File: src/core/bclcfg_pkg.sv
package bclcfg_pkg;

  // register offsets on the internal register port
  localparam logic [7:0] BCLCFG_SETTING_ADDR = 8'h12;
  localparam logic [7:0] BCLCFG_CHDIS_ADDR = 8'h13;
  localparam logic [7:0] BCLCFG_BSTMEAS_ADDR = 8'h14;

  // field positions in the setting register
  localparam int BCLCFG_SPREAD_BIT = 2;

  // field positions in the channel-disable register
  localparam int BCLCFG_LOCKOUT_BIT = 7;
  localparam int BCLCFG_FASTSS_BIT = 6;
  localparam int BCLCFG_PUMPOFF_BIT = 5;
  localparam int BCLCFG_UNUSED_BIT = 4;
  localparam int BCLCFG_SINK_LSB = 0;
  localparam int BCLCFG_SINKS = 4;

  // reset values
  localparam logic [7:0] BCLCFG_CHDIS_RST = 8'h00;
  localparam logic [7:0] BCLCFG_BSTMEAS_RST = 8'h00;
  localparam logic BCLCFG_SPREAD_RST = 1'b0;
  localparam logic [7:0] BCLCFG_RD_IDLE = 8'h00;

  // writable mask of the channel-disable register, bit 4 excluded
  localparam logic [7:0] BCLCFG_CHDIS_MASK = 8'hEF;

  // boost measurement scale, in microvolts
  localparam int BCLCFG_BST_FULL_UV = 1300000;
  localparam int BCLCFG_BST_LSB_UV = 5100;

  // one register-port access
  typedef struct packed {
    logic wr;
    logic rd;
    logic [7:0] addr;
    logic [7:0] wdata;
  } bclcfg_req_t;

  // control levels driven to the analog blocks
  typedef struct packed {
    logic lockout_level_select;
    logic fast_soft_start;
    logic gate_pump_off;
    logic spread_amount_select;
    logic [BCLCFG_SINKS-1:0] sink_off;
  } bclcfg_ctrl_t;

endpackage

File: src/core/bclcfg_regs.sv
// Functional notes
// - spread bit 0 gives six percent spread, 1 gives three percent, when active
// - channel-disable bit 7 set selects the lower input lockout threshold
// - channel-disable bit 6 set selects fast boost soft-start, clear slow
// - channel-disable bit 5 set turns off the gate-drive charge pump
// - changing pump-off bit while operating latches the device off
// - channel-disable bits 3..0 each keep one led sink output off
// - boost monitor register reports 8-bit measured code, reset zero, read only
`timescale 1ns/100ps
`default_nettype none

module bclcfg_regs (
  // clock and reset
  input wire logic clk_i,
  input wire logic rst_i,
  // register port from the serial bus slave
  input wire bclcfg_pkg::bclcfg_req_t req_i,
  output logic [7:0] rd_data_o,
  output logic rd_valid_o,
  // device state from the same clock domain
  input wire logic running_i,
  input wire logic spread_on_i,
  input wire logic meas_done_i,
  input wire logic [7:0] meas_code_i,
  // control levels to the analog side
  output bclcfg_pkg::bclcfg_ctrl_t ctrl_o,
  output logic spread_narrow_o,
  output logic latch_off_o
);
  import bclcfg_pkg::*;

  ////////////////////////////////////////////////////////////////////////////
  // address decode shared by write and read paths

  // true when an access offset names the given register
  function automatic logic hit(input logic [7:0] a, input logic [7:0] r);
    hit = (a == r);
  endfunction

  // true for a write strobe aimed at the given register
  function automatic logic wr_hit(input bclcfg_req_t q, input logic [7:0] r);
    wr_hit = q.wr && hit(q.addr, r);
  endfunction

  // true for a read strobe aimed at the given register
  function automatic logic rd_hit(input bclcfg_req_t q, input logic [7:0] r);
    rd_hit = q.rd && hit(q.addr, r);
  endfunction

  ////////////////////////////////////////////////////////////////////////////
  // channel-disable and setting registers

  logic [7:0] chdis_reg, chdis_next;
  logic spread_reg, spread_next;
  logic [7:0] wr_chdis;

  // next values of the configuration registers
  always_comb begin
    // bit 4 has no storage behind it, so it is masked on the way in
    wr_chdis = req_i.wdata & BCLCFG_CHDIS_MASK;
    chdis_next = chdis_reg;
    spread_next = spread_reg;
    // the pump-off bit is stored even when it trips the latch-off;
    // software can read back what it wrote after a latch event
    if (wr_hit(req_i, BCLCFG_CHDIS_ADDR)) begin
      chdis_next = wr_chdis;
    end
    // only the spread-amount bit of the setting register lives here;
    // the other setting fields belong to neighbouring logic
    if (wr_hit(req_i, BCLCFG_SETTING_ADDR)) begin
      spread_next = req_i.wdata[BCLCFG_SPREAD_BIT];
    end
  end

  // configuration registers
  always_ff @(posedge clk_i) begin
    if (rst_i) begin
      chdis_reg <= BCLCFG_CHDIS_RST;
      spread_reg <= BCLCFG_SPREAD_RST;
    end else begin
      chdis_reg <= chdis_next;
      spread_reg <= spread_next;
    end
  end

  ////////////////////////////////////////////////////////////////////////////
  // latch-off on a pump-off change while the device runs

  logic latch_reg, latch_next;
  logic pump_change;

  // a running converter cannot follow a charge-pump switch-over safely,
  // so the flag is sticky and only reset clears it; a write that keeps
  // the pump-off bit unchanged never trips it
  always_comb begin
    pump_change = wr_chdis[BCLCFG_PUMPOFF_BIT] ^
      chdis_reg[BCLCFG_PUMPOFF_BIT];
    latch_next = latch_reg;
    if (wr_hit(req_i, BCLCFG_CHDIS_ADDR) && running_i && pump_change) begin
      latch_next = 1'b1;
    end
  end

  // latch-off flag
  always_ff @(posedge clk_i) begin
    if (rst_i) begin
      latch_reg <= 1'b0;
    end else begin
      latch_reg <= latch_next;
    end
  end

  ////////////////////////////////////////////////////////////////////////////
  // narrow-spread level for the oscillator

  logic narrow_reg, narrow_next;

  // the amount bit only matters while spreading runs; outside that the
  // oscillator sees a quiet low level
  always_comb begin
    narrow_next = spread_on_i & spread_reg;
  end

  // narrow-spread flop
  always_ff @(posedge clk_i) begin
    if (rst_i) begin
      narrow_reg <= 1'b0;
    end else begin
      narrow_reg <= narrow_next;
    end
  end

  ////////////////////////////////////////////////////////////////////////////
  // boost monitor measurement register

  logic [7:0] bst_reg, bst_next;

  // only a finished measurement loads the monitor register; bus writes
  // to its offset are not decoded here at all
  always_comb begin
    bst_next = bst_reg;
    if (meas_done_i) begin
      bst_next = meas_code_i;
    end
  end

  // measurement register
  always_ff @(posedge clk_i) begin
    if (rst_i) begin
      bst_reg <= BCLCFG_BSTMEAS_RST;
    end else begin
      bst_reg <= bst_next;
    end
  end

  ////////////////////////////////////////////////////////////////////////////
  // read path

  logic [7:0] rdat_reg, rdat_next;
  logic rval_reg, rval_next;

  // read data is registered, so a read in the same cycle as a write
  // returns the old contents; unmapped offsets answer with zero
  always_comb begin
    rdat_next = BCLCFG_RD_IDLE;
    rval_next = req_i.rd;
    if (rd_hit(req_i, BCLCFG_CHDIS_ADDR)) begin
      rdat_next = chdis_reg;
    end else if (rd_hit(req_i, BCLCFG_BSTMEAS_ADDR)) begin
      rdat_next = bst_reg;
    end else if (rd_hit(req_i, BCLCFG_SETTING_ADDR)) begin
      rdat_next[BCLCFG_SPREAD_BIT] = spread_reg;
    end
  end

  // read data and valid flops
  always_ff @(posedge clk_i) begin
    if (rst_i) begin
      rdat_reg <= BCLCFG_RD_IDLE;
      rval_reg <= 1'b0;
    end else begin
      rdat_reg <= rdat_next;
      rval_reg <= rval_next;
    end
  end

  ////////////////////////////////////////////////////////////////////////////
  // outputs, all straight from flops

  // analog control levels
  assign ctrl_o.lockout_level_select = chdis_reg[BCLCFG_LOCKOUT_BIT];
  assign ctrl_o.fast_soft_start = chdis_reg[BCLCFG_FASTSS_BIT];
  assign ctrl_o.gate_pump_off = chdis_reg[BCLCFG_PUMPOFF_BIT];
  assign ctrl_o.spread_amount_select = spread_reg;

  // one disable level per led sink, bit 0 for the first sink; a sink
  // disabled after the global enable is set is not guaranteed to follow
  genvar gi;
  generate
    for (gi = 0; gi < BCLCFG_SINKS; gi++) begin : g_sink
      assign ctrl_o.sink_off[gi] = chdis_reg[BCLCFG_SINK_LSB + gi];
    end
  endgenerate

  // status and read-back outputs
  assign spread_narrow_o = narrow_reg;
  assign latch_off_o = latch_reg;
  assign rd_data_o = rdat_reg;
  assign rd_valid_o = rval_reg;

endmodule

`default_nettype wire

File: config.mk
export PLATFORM = sky130hd
export DESIGN_NAME = bclcfg_regs
export DESIGN_NICKNAME = d
export VERILOG_FILES = /design/src/core/bclcfg_pkg.sv /design/src/core/bclcfg_regs.sv
export SDC_FILE = /design/constraint.sdc
export NUM_CORES = 1
export LEC_CHECK = 0
export BUFFER_PORTS_ARGS = -buffer_cell sky130_fd_sc_hd__buf_2
export CELL_PAD_IN_SITES_DETAIL_PLACEMENT = 0
export CELL_PAD_IN_SITES_GLOBAL_PLACEMENT = 2
export CORE_ASPECT_RATIO = 1.25
export CORE_MARGIN = 8
export CORE_UTILIZATION = 23
export DETAILED_ROUTE_END_ITERATION = 12
export PLACE_DENSITY = 0.78
export SYNTH_ARGS = -nofsm -noshare
export SYNTH_HDL_FRONTEND = slang
export SYNTH_SLANG_ARGS = --single-unit
File: constraint.sdc
create_clock -name clk_i -period 1.1 [get_ports clk_i]
set_input_delay 0.055 -clock clk_i [delete_from_list [all_inputs] [get_ports clk_i]]
set_output_delay 0.055 -clock clk_i [all_outputs]
set_load 0.02 [all_outputs]
==> impl_metrics.ini <==
[status]
status = complete, no violations

[global_route]
grt_pass1_vias = 963
gr-total-overflow = 0
grt_max_degree = 19
antenna_found_initial = 0
grt_pass1_wl_um = 4420
track_usage_pct = 8.47

[place]
dp_slack_ps = -127
port_buffers = 48
place_congestion = 0.784
dp.cells = 205

[timing]
rsz0062_at_grt = no
skew_ps = 1.42
whs_ps = 8.32
layout_setup_ws_ps = 68.0
max_freq_mhz = 969
finalCritPeriodShare_pct = 93.8
relSlewSlack_pct = 78.3
layout_min_cycle_time_ps = 1030
max_slew.worst_pin.slew_ps = 325
setup_viol_count_final = 0
finalHoldViolations = 0
slew_viol_final = 0

[routing]
post-route-drc-count = 0
detail_route.first_pass.iterations = 4
wl_um = 2860
viasPerCell = 4.10
drt_iter0_drc = 21
final_antenna_net_count = 0
wl_per_cell_um = 13.6
vias = 862

[final_layout]
multi_input_area_um2 = 462
regArea_um2 = 542
fillers = 475
nets = 184
fin_cells = 210
n_antenna_cell = 0
final_cell_mix = buf_2, dfxtp_1, nor2_1, mux2i_1, a22oi_1
area_growth_pct = 39.1
mostFrequentLayoutCell = buf_2
drive_above_1_share_pct = 41.4

[clocking]
clkTransAtPathRegs_ps = 90
clockBufferDepth = 2
numCtsBuffers = 3
htree_levels = 1
ctsRootBufferMaster = clkbuf_8
clk_latency_ps = 260
cts.sinks = 27
cts_tree = built

[yosys]
synth_nets = 130
yosysWarnings = 0
synth_cells = 99
postSynthAreaPerCell_um2 = 10.3
ys_types = 22
syn_area_um2 = 1020
ys_seq_area_share_pct = 53.0
synth-seq-cells = 27

[setup_path]
cpMaxStageDelayCell = or3b_1
crit_path_end_kind = flop
path_class = flop to flop
arrival_ps = 1230
critPathMaxStageDelay_ps = 360
cp_top_family = simple AND/OR/NAND/NOR gates
cp_max_fo = 4
start_kind = flop
cp_data_required_time_ps = 1300
cp_num_buf_inv = 0
cp_cell_sequence = xnor2_1 > or3b_1 > a21oi_1

[die]
core_area_um2 = 4320
die-area_um2 = 6830
dieWidth_um = 75.6
rows = 27
pin_count = 50
initial_core_util_pct = 23.6
die_h_um = 90.4

[power]
peakVddDrop_mv = 0.372
p_leak_nw = 0.694
finalPower_mw = 1.71
power_density_nw_per_um2 = 1200

[min_path]
min_path_type = input pin to flop

[job]
maxCapViolations = 0
logic make-up after synthesis:
group,after synthesis,share of synthesized area (%)
mux,16,15.7
compound gates,9,6.13
buf+inv,6,2.70
simple gates,40,21.6
flops,27,53.0
xor+xnor,1,0.859
cell type report:
class                           count  share of cell area [%]
Multi-Input combinational cell     66                    32.5
Tap cell                           58                    5.11
Inverter                            1                   0.265
Clock buffer                        4                    3.17
Timing Repair Buffer               54                    20.7
Sequential cell                    27                    38.2
worst reg2reg max path, delay by kind of cell (launching register included):
kind | cells | cell delay [ps]
and+or+nand+nor | 1 | 360
DFF | 1 | 350
AOI/OAI and AO/OA | 1 | 140
xor gates and xnor gates | 1 | 120
stage by stage:
stage                     utilization, %  TNS [ps]  instance area (um^2)
final                               32.8         0                  1420
after detailed placement            31.1      -740                  1350
after floorplan                        -     -31.3                  1020
after global routing                32.8         0                  1420
after CTS                           32.4         0                  1400
after global placement              31.1      -465                  1350
metal layers:
| layer | global-route usage [%] | share of wire [%] | vias up |
|---|---|---|---|
| met5 | 0 | 0 | - |
| met3 | 2.22 | 9.0 | 2 |
| met2 | 15.5 | 52 | 29 |
| li1 | - | - | 442 |
| met1 | 8.35 | 38 | 389 |
| met4 | 3.86 | 1.2 | 0 |
path summary, 6_finish.rpt:
check / endpoint / depth (start not counted) / startpoint / slack [ps]
worst max register to register: latch_off_o / 3 / chdis_reg[5] / 70
worst min register to register: rd_data_o[4] / 2 / bst_reg[4] / 440
worst max-delay path: latch_off_o / 3 / chdis_reg[5] / 70
worst min-delay path: spread_narrow_o / 3 / spread_on_i / 8
power by group:
group	total [mW]	switching [mW]	leakage, nW	internal, mW
clock network	0.546	0.288	0.0228	0.259
registers	1.00	0.00870	0.220	0.996
logic	0.156	0.0745	0.451	0.0816
synth_stat cells, drive strengths merged:
master,number,area [um^2]
dfxtp,27,541
nor2,24,90.1
mux2i,16,160
a22oi,6,45.0
nand2,4,15.0
buf,3,16.3
nor2b,3,18.8
a21oi,2,10.0
clkbuf,2,7.51
nand3b,2,15.0
a21o,1,7.51
and3b,1,8.76
inv,1,3.75
nand2b,1,6.26
nand3,1,17.5
nand4b,1,8.76
nor3b,1,7.51
nor4b,1,23.8
or3b,1,8.76
xnor2,1,8.76
repair_timing:
| action | CTS | global route |
|---|---|---|
| hold buffers | 1 | 0 |
| resized for setup | 0 | 6 |
| setup endpoints to repair | 0 | 8 |
| endpoints found under the hold margin | 1 | 0 |
| buffers inserted | 0 | 1 |
Note: power is estimated with default switching activity, not from simulation.
